**config.mk**
```make
export PLATFORM = sky130hd
export DESIGN_NAME = rtc_core
export DESIGN_NICKNAME = d
export VERILOG_FILES = /design/src/verilog/rtc_core.v
export VERILOG_INCLUDE_DIRS = /design/src /design/src/verilog
export SDC_FILE = /design/constraint.sdc
export NUM_CORES = 1
export LEC_CHECK = 0
export ABC_AREA = 0
export BUFFER_PORTS_ARGS = -buffer_cell sky130_fd_sc_hd__buf_4
export CAP_MARGIN = 0
export CORE_MARGIN = 2
export CORE_UTILIZATION = 57
export CTS_CLUSTER_DIAMETER = 50
export DETAILED_ROUTE_END_ITERATION = 12
export GPL_TIMING_DRIVEN = 0
export HOLD_SLACK_MARGIN = 0.15
export PLACE_DENSITY = 0.8
export SLEW_MARGIN = 5
export SYNTH_ARGS = -nofsm -noshare
export SYNTH_HDL_FRONTEND = slang
export SYNTH_SLANG_ARGS = --single-unit
```
**constraint.sdc**
```tcl
create_clock -name clock_i -period 3.45 [get_ports clock_i]
set_input_delay 0.5175 -clock clock_i [delete_from_list [all_inputs] [get_ports clock_i]]
set_output_delay 0.5175 -clock clock_i [all_outputs]
set_load 0.05 [all_outputs]
```
**src/verilog/rtc_consts.vh**
```
// Register offsets, trigger source codes and timing counts of the resistance converter control block.
// Included by rtc_core.v only.
`ifndef RTC_CONSTS_VH
`define RTC_CONSTS_VH
`define RTC_IDX_CYCLE 8'h14
`define RTC_IDX_DIVLO 8'h15
`define RTC_IDX_TRIG 8'h16
`define RTC_IDX_PORT 8'h17
`define RTC_IDX_INTA 8'h18
`define RTC_IDX_INTB 8'h19
`define RTC_IDX_INTC 8'h1A
`define RTC_IDX_DSP 8'h1B
`define RTC_IDX_STATUS 8'h1C
`define RTC_TRIG_OFF 3'h0
`define RTC_TRIG_TIMER 3'h1
`define RTC_TRIG_PIN 3'h3
`define RTC_TRIG_CAP_ASYNC 3'h5
`define RTC_TRIG_CAP_SYNC 3'h6
`define RTC_LFO_DIV 16'h00FA
`define RTC_DEBOUNCE_CYC 8'h28
`define RTC_WARM_SHORT 5'h02
`define RTC_WARM_LONG 5'h08
`endif

```
**src/verilog/rtc_core.v**
```verilog
// Resistance converter trigger, configuration and pulse routing control with an APB register slave.
// Assumes a 40 MHz clock; pins arrive asynchronously, cap_done_i comes from same-clock logic.
//
// Behaviour
// - Phase lasts one or two oscillator periods
// - Guard amp current trim field, advise 7
// - Pre-divider passes every Nth trigger
// - Pre-divider also divides oscillator timer trigger
// - Trigger source: off, timer, pin, capacitance end
// - Sources 5,6 start on capacitance end
// - Averaging none, four, eight, sixteen samples
// - Port enable bits activate ref, sensor
// - Bit enables on-chip aluminium sensor
// - Bit enables on-chip reference resistor
// - Warm-up runs two or eight discarded
// - Two-bit field picks trigger gpio pin
// - Debounce field 3 enables mono-flop filter
// - Speed field sets dsp clock rate
// - Bit routes pulse to pin 3/1
// - Bit routes pulse to pin 2/0
//
// Chosen here: the APB slave port.
`include "rtc_consts.vh"
`timescale 1ns/1ps
`default_nettype none
module rtc_core (
	// Clock and reset
	input wire clock_i,
	input wire resetn_i,
	// APB slave
	input wire psel_i,
	input wire penable_i,
	input wire pwrite_i,
	input wire [31:0] paddr_i,
	input wire [31:0] pwdata_i,
	output reg [31:0] prdata_o,
	output reg pready_o,
	output reg pslverr_o,
	// Pins and converter events
	input wire [3:0] gpio_pin_i,
	input wire cap_done_i,
	input wire dsp_pulse_i,
	// Converter control
	output reg rdc_phase_o,
	output reg rdc_sample_valid_o,
	output reg rdc_result_valid_o,
	output reg ref_resistor_port_o,
	output reg sensor_resistor_port_o,
	output reg onchip_sensor_o,
	output reg onchip_ref_resistor_o,
	output reg [2:0] guard_amp_current_trim_o,
	output reg [1:0] dsp_speed_o,
	output reg dsp_clk_en_o,
	output reg [3:0] gpio_pulse_o,
	output reg [3:0] internal_timing_o
);
	// ----------------------------------------
	// Registers
	// ----------------------------------------
	reg [7:0] rdc_cycle_guard_trim;
	reg [7:0] rdc_divider_low;
	reg [7:0] rdc_trigger_average;
	reg [7:0] rdc_port_warmup_pin;
	reg [7:0] converter_internal_a;
	reg [7:0] converter_internal_b;
	reg [7:0] converter_internal_c;
	reg [7:0] dsp_speed_pin_routing;
	reg busy;

	wire rdc_cycle_double = rdc_cycle_guard_trim[7];
	wire [9:0] prediv = {rdc_trigger_average[1:0], rdc_divider_low};
	wire [2:0] trig_sel = rdc_trigger_average[6:4];
	wire [1:0] rdc_average_count = rdc_trigger_average[3:2];
	wire [1:0] rdc_start_pin_select = rdc_port_warmup_pin[1:0];
	wire warm_long = rdc_port_warmup_pin[2];
	wire [1:0] pulse_debounce_enable = dsp_speed_pin_routing[7:6];
	wire pulse_route_pin_b = dsp_speed_pin_routing[1];
	wire pulse_route_pin_a = dsp_speed_pin_routing[0];
	function [7:0] idx_of;
		input [31:0] addr;
		begin
			idx_of = addr[9:2];
		end
	endfunction
	wire [7:0] idx = idx_of(paddr_i);
	wire access = psel_i & penable_i & pready_o;
	// Upper address bits must be clear, otherwise high addresses would alias onto the registers
	wire mapped = (idx >= `RTC_IDX_CYCLE) && (idx <= `RTC_IDX_STATUS) && (paddr_i[1:0] == 2'b00)
		&& (paddr_i[31:10] == 22'h000000);
	// ----------------------------------------
	// APB slave: one wait state per access
	// ----------------------------------------
	reg [7:0] rd_byte;
	always @* begin
		case (idx)
			`RTC_IDX_CYCLE: rd_byte = rdc_cycle_guard_trim;
			`RTC_IDX_DIVLO: rd_byte = rdc_divider_low;
			`RTC_IDX_TRIG: rd_byte = rdc_trigger_average;
			`RTC_IDX_PORT: rd_byte = rdc_port_warmup_pin;
			`RTC_IDX_INTA: rd_byte = converter_internal_a;
			`RTC_IDX_INTB: rd_byte = converter_internal_b;
			`RTC_IDX_INTC: rd_byte = converter_internal_c;
			`RTC_IDX_DSP: rd_byte = dsp_speed_pin_routing;
			`RTC_IDX_STATUS: rd_byte = {7'h00, busy};
			default: rd_byte = 8'h00;
		endcase
	end

	always @(posedge clock_i or negedge resetn_i) begin
		if (!resetn_i) begin
			pready_o <= 1'b0;
			prdata_o <= 32'h00000000;
			pslverr_o <= 1'b0;
		end else begin
			pready_o <= psel_i & penable_i & ~pready_o;
			if (psel_i & penable_i & ~pready_o) begin
				pslverr_o <= ~mapped;
				prdata_o <= (mapped & ~pwrite_i) ? {24'h000000, rd_byte} : 32'h00000000;
			end
		end
	end
	wire wr = access & pwrite_i & mapped;
	always @(posedge clock_i or negedge resetn_i) begin
		if (!resetn_i) begin
			rdc_cycle_guard_trim <= 8'h07;
			rdc_divider_low <= 8'h00;
			rdc_trigger_average <= 8'h00;
			rdc_port_warmup_pin <= 8'h00;
			converter_internal_a <= 8'h00;
			converter_internal_b <= 8'h00;
			converter_internal_c <= 8'h00;
			dsp_speed_pin_routing <= 8'h08;
		end else if (wr) begin
			case (idx)
				`RTC_IDX_CYCLE: rdc_cycle_guard_trim <= {pwdata_i[7], 4'h0, pwdata_i[2:0]};
				`RTC_IDX_DIVLO: rdc_divider_low <= pwdata_i[7:0];
				`RTC_IDX_TRIG: rdc_trigger_average <= {1'b0, pwdata_i[6:0]};
				`RTC_IDX_PORT: rdc_port_warmup_pin <= {pwdata_i[7:4], 1'b0, pwdata_i[2:0]};
				// Stored with their reserved bits cleared; only the fixed values are meaningful
				`RTC_IDX_INTA: converter_internal_a <= {2'b00, pwdata_i[5:0]};
				`RTC_IDX_INTB: converter_internal_b <= {pwdata_i[7:2], 2'b00};
				`RTC_IDX_INTC: converter_internal_c <= {pwdata_i[7:1], 1'b0};
				`RTC_IDX_DSP: dsp_speed_pin_routing <= {pwdata_i[7:6], 2'b00, pwdata_i[3:0]};
				default: rdc_divider_low <= rdc_divider_low;
			endcase
		end
	end

	// ----------------------------------------
	// Pin synchronisers, change counts when stages 2 and 3 agree
	// ----------------------------------------
	reg [3:0] pin_s1, pin_s2, pin_s3, pin_q;
	reg dsp_s1, dsp_s2, dsp_s3, dsp_q;
	always @(posedge clock_i or negedge resetn_i) begin
		if (!resetn_i) begin
			pin_s1 <= 4'h0;
			pin_s2 <= 4'h0;
			pin_s3 <= 4'h0;
			pin_q <= 4'h0;
			dsp_s1 <= 1'b0;
			dsp_s2 <= 1'b0;
			dsp_s3 <= 1'b0;
			dsp_q <= 1'b0;
		end else begin
			pin_s1 <= gpio_pin_i;
			pin_s2 <= pin_s1;
			pin_s3 <= pin_s2;
			pin_q <= (pin_s2 & pin_s3) | (pin_q & (pin_s2 | pin_s3));
			dsp_s1 <= dsp_pulse_i;
			dsp_s2 <= dsp_s1;
			dsp_s3 <= dsp_s2;
			if (dsp_s2 == dsp_s3)
				dsp_q <= dsp_s2;
		end
	end

	// ----------------------------------------
	// Low-frequency oscillator enable
	// ----------------------------------------
	reg [15:0] lfo_cnt;
	wire lfo_tick = (lfo_cnt == 16'h0000);
	always @(posedge clock_i or negedge resetn_i) begin
		if (!resetn_i)
			lfo_cnt <= 16'h0000;
		else if (lfo_tick)
			lfo_cnt <= `RTC_LFO_DIV - 16'h0001;
		else
			lfo_cnt <= lfo_cnt - 16'h0001;
	end
	// ----------------------------------------
	// Trigger selection and pre-divider
	// ----------------------------------------
	wire [9:0] div_top = (prediv < 10'h002) ? 10'h001 : prediv;
	reg [9:0] tmr_cnt;
	reg timer_trig;
	always @(posedge clock_i or negedge resetn_i) begin
		if (!resetn_i) begin
			tmr_cnt <= 10'h000;
			timer_trig <= 1'b0;
		end else begin
			timer_trig <= 1'b0;
			if (lfo_tick) begin
				if (tmr_cnt + 10'h001 >= div_top) begin
					tmr_cnt <= 10'h000;
					timer_trig <= 1'b1;
				end else
					tmr_cnt <= tmr_cnt + 10'h001;
			end
		end
	end

	reg pin_prev;
	wire pin_sel = pin_q[rdc_start_pin_select];
	wire pin_rise = pin_sel & ~pin_prev;
	reg raw_trig;
	always @* begin
		case (trig_sel)
			`RTC_TRIG_TIMER: raw_trig = timer_trig;
			`RTC_TRIG_PIN: raw_trig = pin_rise;
			`RTC_TRIG_CAP_ASYNC: raw_trig = cap_done_i;
			`RTC_TRIG_CAP_SYNC: raw_trig = cap_done_i;
			default: raw_trig = 1'b0;
		endcase
	end
	// Timer source is already divided, so it bypasses the event pre-divider
	wire need_div = (trig_sel != `RTC_TRIG_TIMER);
	reg [9:0] ev_cnt;
	reg start;
	always @(posedge clock_i or negedge resetn_i) begin
		if (!resetn_i) begin
			pin_prev <= 1'b0;
			ev_cnt <= 10'h000;
			start <= 1'b0;
		end else begin
			pin_prev <= pin_sel;
			start <= 1'b0;
			if (raw_trig) begin
				if (!need_div || ev_cnt + 10'h001 >= div_top) begin
					ev_cnt <= 10'h000;
					start <= 1'b1;
				end else
					ev_cnt <= ev_cnt + 10'h001;
			end
		end
	end

	// ----------------------------------------
	// Measurement sequencer; starts while busy are dropped
	// ----------------------------------------
	localparam ST_IDLE = 2'd0;
	localparam ST_RUN = 2'd1;
	reg [1:0] state;
	reg [1:0] phase;
	reg phase_half;
	reg [4:0] sample_cnt;
	wire [4:0] warm_n = warm_long ? `RTC_WARM_LONG : `RTC_WARM_SHORT;
	reg [4:0] avg_n;
	always @* begin
		case (rdc_average_count)
			2'd1: avg_n = 5'd4;
			2'd2: avg_n = 5'd8;
			2'd3: avg_n = 5'd16;
			default: avg_n = 5'd1;
		endcase
	end
	wire [5:0] total_n = {1'b0, warm_n} + {1'b0, avg_n};
	wire phase_end = lfo_tick & (phase_half | ~rdc_cycle_double);

	always @(posedge clock_i or negedge resetn_i) begin
		if (!resetn_i) begin
			state <= ST_IDLE;
			phase <= 2'd0;
			phase_half <= 1'b0;
			sample_cnt <= 5'd0;
			busy <= 1'b0;
			rdc_phase_o <= 1'b0;
			rdc_sample_valid_o <= 1'b0;
			rdc_result_valid_o <= 1'b0;
		end else begin
			rdc_sample_valid_o <= 1'b0;
			rdc_result_valid_o <= 1'b0;
			case (state)
				ST_IDLE: begin
					if (start) begin
						state <= ST_RUN;
						busy <= 1'b1;
						phase <= 2'd0;
						phase_half <= 1'b0;
						sample_cnt <= 5'd0;
						rdc_phase_o <= 1'b1;
					end
				end
				ST_RUN: begin
					if (lfo_tick)
						phase_half <= ~phase_half & rdc_cycle_double;
					if (phase_end) begin
						if (phase == 2'd2) begin
							phase <= 2'd0;
							rdc_sample_valid_o <= (sample_cnt >= warm_n);
							if ({1'b0, sample_cnt} + 6'd1 >= total_n) begin
								state <= ST_IDLE;
								busy <= 1'b0;
								rdc_phase_o <= 1'b0;
								rdc_result_valid_o <= 1'b1;
							end else
								sample_cnt <= sample_cnt + 5'd1;
						end else
							phase <= phase + 2'd1;
					end
				end
				default: state <= ST_IDLE;
			endcase
		end
	end

	// ----------------------------------------
	// Port enables, dsp speed and pulse routing
	// ----------------------------------------
	reg [7:0] deb_cnt;
	reg pulse_f;
	reg [1:0] spd_cnt;
	always @(posedge clock_i or negedge resetn_i) begin
		if (!resetn_i) begin
			ref_resistor_port_o <= 1'b0;
			sensor_resistor_port_o <= 1'b0;
			onchip_sensor_o <= 1'b0;
			onchip_ref_resistor_o <= 1'b0;
			guard_amp_current_trim_o <= 3'h7;
			dsp_speed_o <= 2'd2;
			dsp_clk_en_o <= 1'b0;
			gpio_pulse_o <= 4'h0;
			internal_timing_o <= 4'h0;
			deb_cnt <= 8'h00;
			pulse_f <= 1'b0;
			spd_cnt <= 2'd0;
		end else begin
			ref_resistor_port_o <= busy & rdc_port_warmup_pin[6];
			sensor_resistor_port_o <= busy & rdc_port_warmup_pin[7];
			onchip_sensor_o <= busy & rdc_port_warmup_pin[5];
			onchip_ref_resistor_o <= busy & rdc_port_warmup_pin[4];
			guard_amp_current_trim_o <= rdc_cycle_guard_trim[2:0];
			internal_timing_o <= {converter_internal_c[1], converter_internal_a[2:0]};
			dsp_speed_o <= dsp_speed_pin_routing[3:2];
			// Clock enable every 2^speed cycles for speeds 0 to 2; speed 3 also needs lfo_tick
			spd_cnt <= spd_cnt + 2'd1;
			case (dsp_speed_pin_routing[3:2])
				2'd0: dsp_clk_en_o <= 1'b1;
				2'd1: dsp_clk_en_o <= spd_cnt[0];
				2'd2: dsp_clk_en_o <= &spd_cnt;
				default: dsp_clk_en_o <= (&spd_cnt) & lfo_tick;
			endcase
			// Mono-flop holds a pulse, swallowing bounces for a fixed time
			if (pulse_debounce_enable == 2'd3) begin
				if (deb_cnt != 8'h00)
					deb_cnt <= deb_cnt - 8'h01;
				else if (dsp_q != pulse_f) begin
					pulse_f <= dsp_q;
					deb_cnt <= `RTC_DEBOUNCE_CYC;
				end
			end else begin
				pulse_f <= dsp_q;
				deb_cnt <= 8'h00;
			end
			gpio_pulse_o[3] <= pulse_f & ~pulse_route_pin_b;
			gpio_pulse_o[1] <= pulse_f & pulse_route_pin_b;
			gpio_pulse_o[2] <= pulse_f & ~pulse_route_pin_a;
			gpio_pulse_o[0] <= pulse_f & pulse_route_pin_a;
		end
	end
endmodule
`default_nettype wire

```
# Yosys cells after proc, flatten, opt, wreduce, memory -nomap -nowiden
# Index checks and enable logic that the tools add are counted.
totals:
  n_memories: 0
  word_cells: 204
  ram_bits: 0
  in_bits: 75
  register_bits: 186
  rom_bits: 0
  latch_bits: 0
  out_inout_bits: 55
classes:
  multipliers: 0
  shifts: 0
  magnitude_cmp: 8
  n_addsub: 9
  n_eq_ne: 33
  div: 0
  reduce_logical: 28
  mux: 51
  n_bitwise: 31
ops:
  columns: ["operator", "count"]
  rows:
  - ["8-bit by 5-bit == test with 1-bit output, second input constant", 9]
  - ["8-bit one-hot mux with 9 select lines", 1]
  - ["8-bit two-way mux", 4]
  - ["10-bit two-way mux", 3]
  - ["22-bit logical NOT", 1]
  - ["1-bit two-way mux", 21]
  - ["10-bit by 1-bit adder with 10-bit output, second input constant", 2]
  - ["10-bit greater-or-equal comparator", 2]
  - ["5-bit two-way mux", 4]
  - ["2-bit AND reduction", 10]
  - ["1-bit AND", 18]
  - ["16-bit logical NOT", 1]
  - ["16-bit two-way mux", 1]
  - ["16-bit by 1-bit subtractor with 16-bit output, second input constant", 1]
  - ["5-bit one-hot mux with 3 select lines", 1]
  - ["2-bit two-way mux", 7]
  - ["2-bit != test, second input constant", 7]
  - ["2-bit == test, second input constant", 5]
  - ["10-bit by 2-bit < comparator with 1-bit output, second input constant", 1]
  - ["5-bit one-hot mux with 2 select lines", 1]
  - ["5-bit AND reduction", 2]
  - ["4-bit AND", 2]
  - ["8-bit by 5-bit greater-or-equal comparator with 1-bit output, second input constant", 1]
  - ["8-bit by 5-bit less-or-equal comparator with 1-bit output, second input constant", 1]
  - ["other kinds (33)", 54]

# Longest topological paths before layout
# Gate-level depths: netlist of run 1.
logic_depth:
  depth_word: 8
  ltp_mapped: 10
  mapped_depth_nobuf: 10

# Worst setup path before layout of run 1
# Ideal clock, no wire load.
synth_path:
  path_type: "register to register"
  start: "register ev_cnt[0]"
  end: "register ev_cnt[2]"
  stages_incl_launch_ff: 10
  setup_slack_ps: 934
  path_buffers: 0
  setup_ps: 68
  required_ps: 3382
  arrival_time_ps: 2448
  synth_period_minus_slack_ps: 2516
  path_cell_list: "dfrtp_1 -> ha_1 -> nand3_1 -> or3_1 -> xnor2_1 -> ha_1 -> a211oi_1 -> o221ai_1 -> nor4_2 -> a22o_1"
synth_between:
  elab_chain_cells: 4
synth_lines:
  columns: ["element", "line_no", "text"]
  rows:
  - ["start, declared", "rtc_core.v:227", "reg [9:0] ev_cnt;"]
  - ["start signal, assigned", "rtc_core.v:242", "ev_cnt <= ev_cnt + 10'h001;"]
  - ["10-bit by 1-bit adder with 10-bit output *", "rtc_core.v:238, rtc_core.v:242", null]
  - ["10-bit greater-or-equal comparator", "rtc_core.v:238", "if (!need_div || ev_cnt + 10'h001 >= div_top) begin"]
  - ["1-bit logical OR", "rtc_core.v:238", null]
  - ["10-bit two-way mux *", "rtc_core.v:238", null]
# Mark *: on every way between the ends. The rest lies on a longest branch, timed or not.
# A chain may end at the register's enable or synchronous reset.

# Worst setup path after layout of run 1
layout_path:
  start: "register tmr_cnt[2]"
  end: "register tmr_cnt[1]"
layout_between:
  elab_chain_cells: 3
layout_lines:
  columns: ["element", "line_no", "text"]
  rows:
  - ["start, declared", "rtc_core.v:194", "reg [9:0] tmr_cnt;"]
  - ["start signal, assigned", "rtc_core.v:207", "tmr_cnt <= tmr_cnt + 10'h001;"]
  - ["10-bit by 1-bit adder with 10-bit output", "rtc_core.v:203", "if (tmr_cnt + 10'h001 >= div_top) begin"]
  - ["10-bit greater-or-equal comparator", "rtc_core.v:203", null]
  - ["10-bit two-way mux", "rtc_core.v:203", null]
# No other way between the ends.

==> run metrics, run 1 <==
outcome=finished clean; reg2reg setup slack=460 ps; drt pass-1 iters=5; Ports=130; Site Rows=43; pin count of the biggest net entering global routing=94; Clock Latency Late Sink=430 ps; Synth cell types=68; setup_tns=0 ps; Overall Global Routing Usage=25.8%; critical-path cell list=and4_1 -> nand4_1 -> xnor2_1 -> ha_1 -> o21ai_0 -> nor2_1 -> nor3_1 -> nor2_1 -> o31ai_1; Port Buffers=80; Gates resized, CTS repair=0; clock sink count=160; Seq cells post-synth=160; xor and xnor area share after synthesis=3.62%; Setup Buffers After CTS=0; Root Driver=clkbuf_16; endpoints failing setup=0; post-synthesis mux area share=10.1%; Max IR drop VDD=432 uV; Die Span Y=122 um; Num CTS Buffers=17; cell total after placement=984; final setup margin=458 ps; TritonCTS clock tree=yes; final hold viol count=0; RSZ-0062 raised after global routing=false; Compound-Gate Fraction of Synth Area=9.13%; Final period util=86.7%; slowest CP cell=nor3_1; Via density=5.93; share of layout cells above drive strength 1=20.3%; number of global-route vias before repair=6053; initial DRC count=493; r2r startpoint=tmr_cnt[2]; core area=0.0138 mm2; die width=122 um; DP Wirelength=13300 um; Critical Path Stages=9; critical path type=reg -> reg; most used cell along the critical path=nor2_1; Clock Pin Slew Worst Setup and Hold Paths=60 ps; ys async rst share=100%; Crit path buffers/inverters=0; drt total wl=18700 um; Starting Density=57.9%; simple-gate share of the synthesized area=15.6%; Residual DRC=0; placer congestion estimate=0.887; largest family of logic cells by synthesized area=simple AND/OR/NAND/NOR gates; clk buf depth=2; leakage=4.59 nW; Worst Path Arrival=3310 ps; maximum clock frequency=334 MHz; Post-synth EDFFs=0; NumNets Final=935; Syn-to-layout area delta=20.1%; Slew HR=19.8%; CP endpoint kind=flop; worst min path class=in -> async; Pwr Density=440 mW/mm2; Layout Cells excl Fill=1016; worst r2r path cells=9; skew final=9.42 ps; worst-path maximum fanout=7; Syn Inst Count=700; Max Cap Viol=0; Avg WL per Cell=18.4 um; grt ovf=0; synthesized area=0.00798 mm2; die area=0.0150 mm2; Synth Flop Type=dfrtp_1; initial antenna violation count=0; CP top delay family=simple AND/OR/NAND/NOR gates; first-pass GRT wire length=29900 um; Worst-Margin Slew=1190 ps; WP data required=3770 ps; Syn Area/Cell=11.4 um2; fraction of the mapped netlist area in adder cells=6.43%; number of synthesis warnings=0; Max Slew Vio Count=0; depth of the CTS H-tree=4; Worst R2R End=tmr_cnt[1]; remaining antenna violation count=0; Hold-fix buffers, CTS=0; pre-CTS setup slack=521 ps; Seq/Total Area, Yosys=50.3%; largest stage delay on the critical path=530 ps; final worst path period need=2990 ps; Vias=6025; critical path startpoint category=flop; Antenna diodes=0
[registers in the layout, indices dropped and copies added, names as in the netlist, 5 cells and up]
name	count
rdc_port_warmup_pin	7
ev_cnt	10
converter_internal_b	6
converter_internal_c	7
rdc_divider_low	8
dsp_speed_pin_routing	6
lfo_cnt	16
tmr_cnt	10
deb_cnt	8
converter_internal_a	6
sample_cnt	5
prdata_o	8
rdc_trigger_average	7
[per-layer routing]
| layer | share of wire [%] | up-vias | routed length (um) | global-route usage [%] |
|---|---|---|---|---|
| li1 | - | 2743 | - | - |
| met1 | 41 | 3054 | 7690 | 33.7 |
| met2 | 52 | 200 | 9700 | 43.7 |
| met3 | 5.3 | 28 | 998 | 4.60 |
| met4 | 1.4 | 0 | 266 | 8.84 |
| met5 | 0 | - | 0 | 0 |
[Yosys cell counts (8+ instances only)]
library cell  count  area share (%)
ha_1             37             5.8
nor3_1           16             1.0
and2_1           10            0.78
nor2_1           34             1.6
and3_1           11            0.86
nand2_1          41             1.9
o21ai_1          13            0.82
o21ai_0          17             1.1
a22o_1           17             1.9
a21oi_1          12            0.75
nor2b_1          11            0.86
mux2i_1          10             1.3
nand4_1           9            0.71
buf_4            24             2.3
dfstp_2           8             2.6
inv_1            29             1.4
nand3_1          26             1.6
mux2_1           51             7.2
clkbuf_1          9            0.42
nand2b_1         13             1.0
nor4_1           15             1.2
dfrtp_1         152              48
xnor2_1          26             2.9
[worst max-delay path by stage]
stage	end	startpoint
floorplan	ev_cnt[2]	ev_cnt[0]
detailed placement	ev_cnt[8]	ev_cnt[0]
finish	tmr_cnt[1]	tmr_cnt[2]
global placement	rdc_trigger_average[1]	paddr_i[9]
global route	tmr_cnt[1]	tmr_cnt[2]
CTS	ev_cnt[8]	ev_cnt[0]
[final cells by class]
cell class	count	area, um2
sequential	160	4010
inverter	29	109
tap	180	225
clock inverter	13	198
buffer	43	265
fill	994	4190
timing repair buffer	81	632
clock buffer	19	453
multi-input combinational	491	3680
[placed cells by master (no fill, tap or decap), types with 9 or more instances in the layout]
cell type / n
nand2_1: 41
ha_1: 37
conb_1: 24
nand3_1: 26
mux2i_1: 10
clkbuf_1: 9
o21ai_1: 13
nor4_1: 15
mux2_1: 51
nor3_1: 16
dfrtp_1: 152
clkbuf_16: 17
a22o_1: 17
o21ai_0: 17
a21oi_1: 12
inv_1: 29
nor2b_1: 11
nand4_1: 9
xnor2_1: 26
and3_1: 11
nor2_1: 34
nand2b_1: 13
and2_1: 10
buf_4: 103
[per-stage QoR]
stage / power (mW) / area [um2] / hold slack (ps) / utilization [%]
2_1_floorplan: 2.08 / 8070 / 222 / -
3_3_place_gp: 2.19 / 8890 / 332 / 64.6
3_5_place_dp: 2.20 / 8930 / 336 / 64.8
4_1_cts: 4.24 / 9580 / 176 / 69.5
5_1_grt: 4.34 / 9580 / 178 / 69.5
6_report: 4.22 / 9580 / 174 / 69.5
[kinds of logic (layout without fill, tap and decap cells)]
logic type	after synthesis	count (layout)
AO/OA/AOI/OAI	102	102
XOR/XNOR	33	33
adder cells (fa/ha/maj)	42	42
buffers and inverters	72	185
flip-flops	160	160
multiplexers	70	70
other	1	24
AND/OR/NAND/NOR	220	220
[worst reg2reg max path: stages, from the launching register on]
cell and delay [ps]:
dfrtp_1 440, and4_1 330, nand4_1 140, xnor2_1 290
ha_1 300, o21ai_0 200, nor2_1 60, nor3_1 530
nor2_1 290, o31ai_1 300
[power by group]
part           switching [mW]  total [mW]  leakage [nW]  internal (mW)
combinational           0.168       0.254          2.16         0.0863
clock                   0.787        2.05         0.315           1.26
sequential             0.0123        1.91          2.12           1.90
total                   0.967        4.22          4.59           3.25
No activity file was read; power rests on OpenSTA's default activity.
==> run 2: changes to the inputs <==
HOLD_SLACK_MARGIN = not set   (was 0.15)
PLACE_DENSITY = not set   (was 0.8)
PLACE_DENSITY_LB_ADDON = 0.15   (was not set)
RECOVER_POWER = 25   (was not set)
==> run metrics, run 2 (same netlist as run 1, synthesis figures left out) <==
Reg with most FFs=lfo_cnt; Root Driver=clkbuf_16; critical path type=reg -> reg; skew final=7.78 ps (-1.64 ps); leading cell type in the layout, fill and taps excluded=dfrtp_1; leakage=4.56 nW (-0.79%); Starting Density=57.9% (unchanged); die area=0.0150 mm2 (unchanged); Max Cap Viol=1 (+1); Port Buffers=80 (unchanged); Cell Area, Placed=0.00893 mm2 (about the same); TritonCTS clock tree=yes; clock sink count=160 (unchanged); Vias=5854 (-2.8%); max reg flops=16 (unchanged); WP data required=3810 ps (+40 ps); initial antenna violation count=0 (unchanged); Antenna diodes=0 (unchanged); outcome=finished, violations left; failing checks=max-capacitance violations, max-slew violations; Num CTS Buffers=17 (unchanged); final worst path period need=2950 ps (-41.9 ps); worst min path class=in -> reg; Site Rows=43 (unchanged); Slew HR=-78.4% (-98 points); commonest cells after routing, fill and taps aside=dfrtp_1, buf_4, mux2_1; NumNets Final=935 (unchanged); setup_tns=0 ps (unchanged); remaining antenna violation count=0 (unchanged); Via density=5.76 (-2.8%); worst-path maximum fanout=8 (+1); Residual DRC=0 (unchanged); maximum clock frequency=339 MHz (+1.4%); Setup Buffers After CTS=0 (unchanged); DP Wirelength=12900 um (-3.0%); Syn-to-layout area delta=19.3%; core area=0.0138 mm2 (unchanged); critical path startpoint category=flop; cell total after placement=984 (unchanged); RSZ-0062 raised after global routing=false; endpoints failing setup=0 (unchanged); first-pass GRT wire length=28600 um (-4.3%); Top Registers=lfo_cnt (16), ev_cnt (10), tmr_cnt (10); Hold-fix buffers, CTS=0 (unchanged); Clock Pin Slew Worst Setup and Hold Paths=60 ps (about the same); Pwr Density=424 mW/mm2 (-3.6%); Die Span Y=122 um (unchanged); initial DRC count=361 (-27%); Gates resized, CTS repair=0 (unchanged); drt pass-1 iters=6 (+1); Final period util=85.5% (-1.2 points); final hold viol count=0 (unchanged); pin count of the biggest net entering global routing=105 (+12%); Worst Path Arrival=3310 ps (about the same); grt ovf=0 (unchanged); die width=122 um (unchanged); Max IR drop VDD=341 uV (-21%); Clock Latency Late Sink=420 ps (about the same); share of layout cells above drive strength 1=19.4% (-0.96 points); Worst-Margin Slew=2680 ps (+1480 ps); CP endpoint kind=flop; Overall Global Routing Usage=24.7% (-1.2 points); Avg WL per Cell=17.3 um (-6.0%); Filler Cell Count=1033 (+3.9%); Ports=130 (unchanged); Design Power=4.04 mW (-4.2%); number of global-route vias before repair=5835 (-3.6%); Final Instance Area=0.00952 mm2 (-0.61%); depth of the CTS H-tree=4 (unchanged); placer congestion estimate=0.887 (about the same); drt total wl=17500 um (-6.0%); Layout Cells excl Fill=1016 (unchanged); Max Slew Vio Count=57 (+57); clk buf depth=2 (unchanged)
[run 2: layer usage]
metal  GRT usage (%)  wire length, um  vias up  part of all wire, %
met5               0                0        -                    0
met4            10.6              371        0                  2.1
met3            4.83              809       37                  4.6
met2            41.6             8940      156                   51
met1            31.0             7420     2912                   42
li1                -                -     2749                    -
[run 2: where the power goes]
part / switching [mW] / internal (mW) / total [mW]
Clock: 0.737 / 1.14 / 1.88
Combinational: 0.165 / 0.0860 / 0.251
Sequential: 0.0121 / 1.90 / 1.91
Total: 0.913 / 3.13 / 4.04
[run 2: worst max-delay path, stage by stage, from the launching register on]
cell      delay [ps]
dfrtp_1          420
ha_1             220
nand3_1          150
or3_1            350
xnor2_1          160
ha_1             190
a211oi_1         210
o221ai_1         220
nor4_2           730
a22o_1           240
[run 2: layout make-up]
class / instances / area (um2) / area share (%)
flip-flops and latches: 160 / 4010 / 42.2
multi-input cells: 491 / 3680 / 38.7
repair buffers: 81 / 631 / 6.62
clock buffers: 24 / 492 / 5.16
plain buffers: 43 / 265 / 2.79
well taps: 180 / 225 / 2.37
inverters: 29 / 109 / 1.14
clock inverters: 8 / 101 / 1.06
[run 2: per-stage QoR]
stage          hold WS (ps)  setup WS [ps]  util [%]
2_1_floorplan           222            934         -
3_3_place_gp            334            560      64.6
3_5_place_dp            335            521      64.9
4_1_cts                19.3            478      69.2
5_1_grt                 206            199      69.1
6_report                223            500      69.1
[run 2: path summary, 6_finish.rpt]
kind	startpoint	end	slack, ps	cells past startpoint
max	ev_cnt[0]	ev_cnt[6]	500	9
min	gpio_pin_i[2]	pin_s1[2]	220	1
max reg2reg	ev_cnt[0]	ev_cnt[6]	500	9
min reg2reg	dsp_s1	dsp_s2	350	0
max in group asynchronous	resetn_i	ev_cnt[2]	790	1
min in group asynchronous	resetn_i	deb_cnt[4]	1130	1
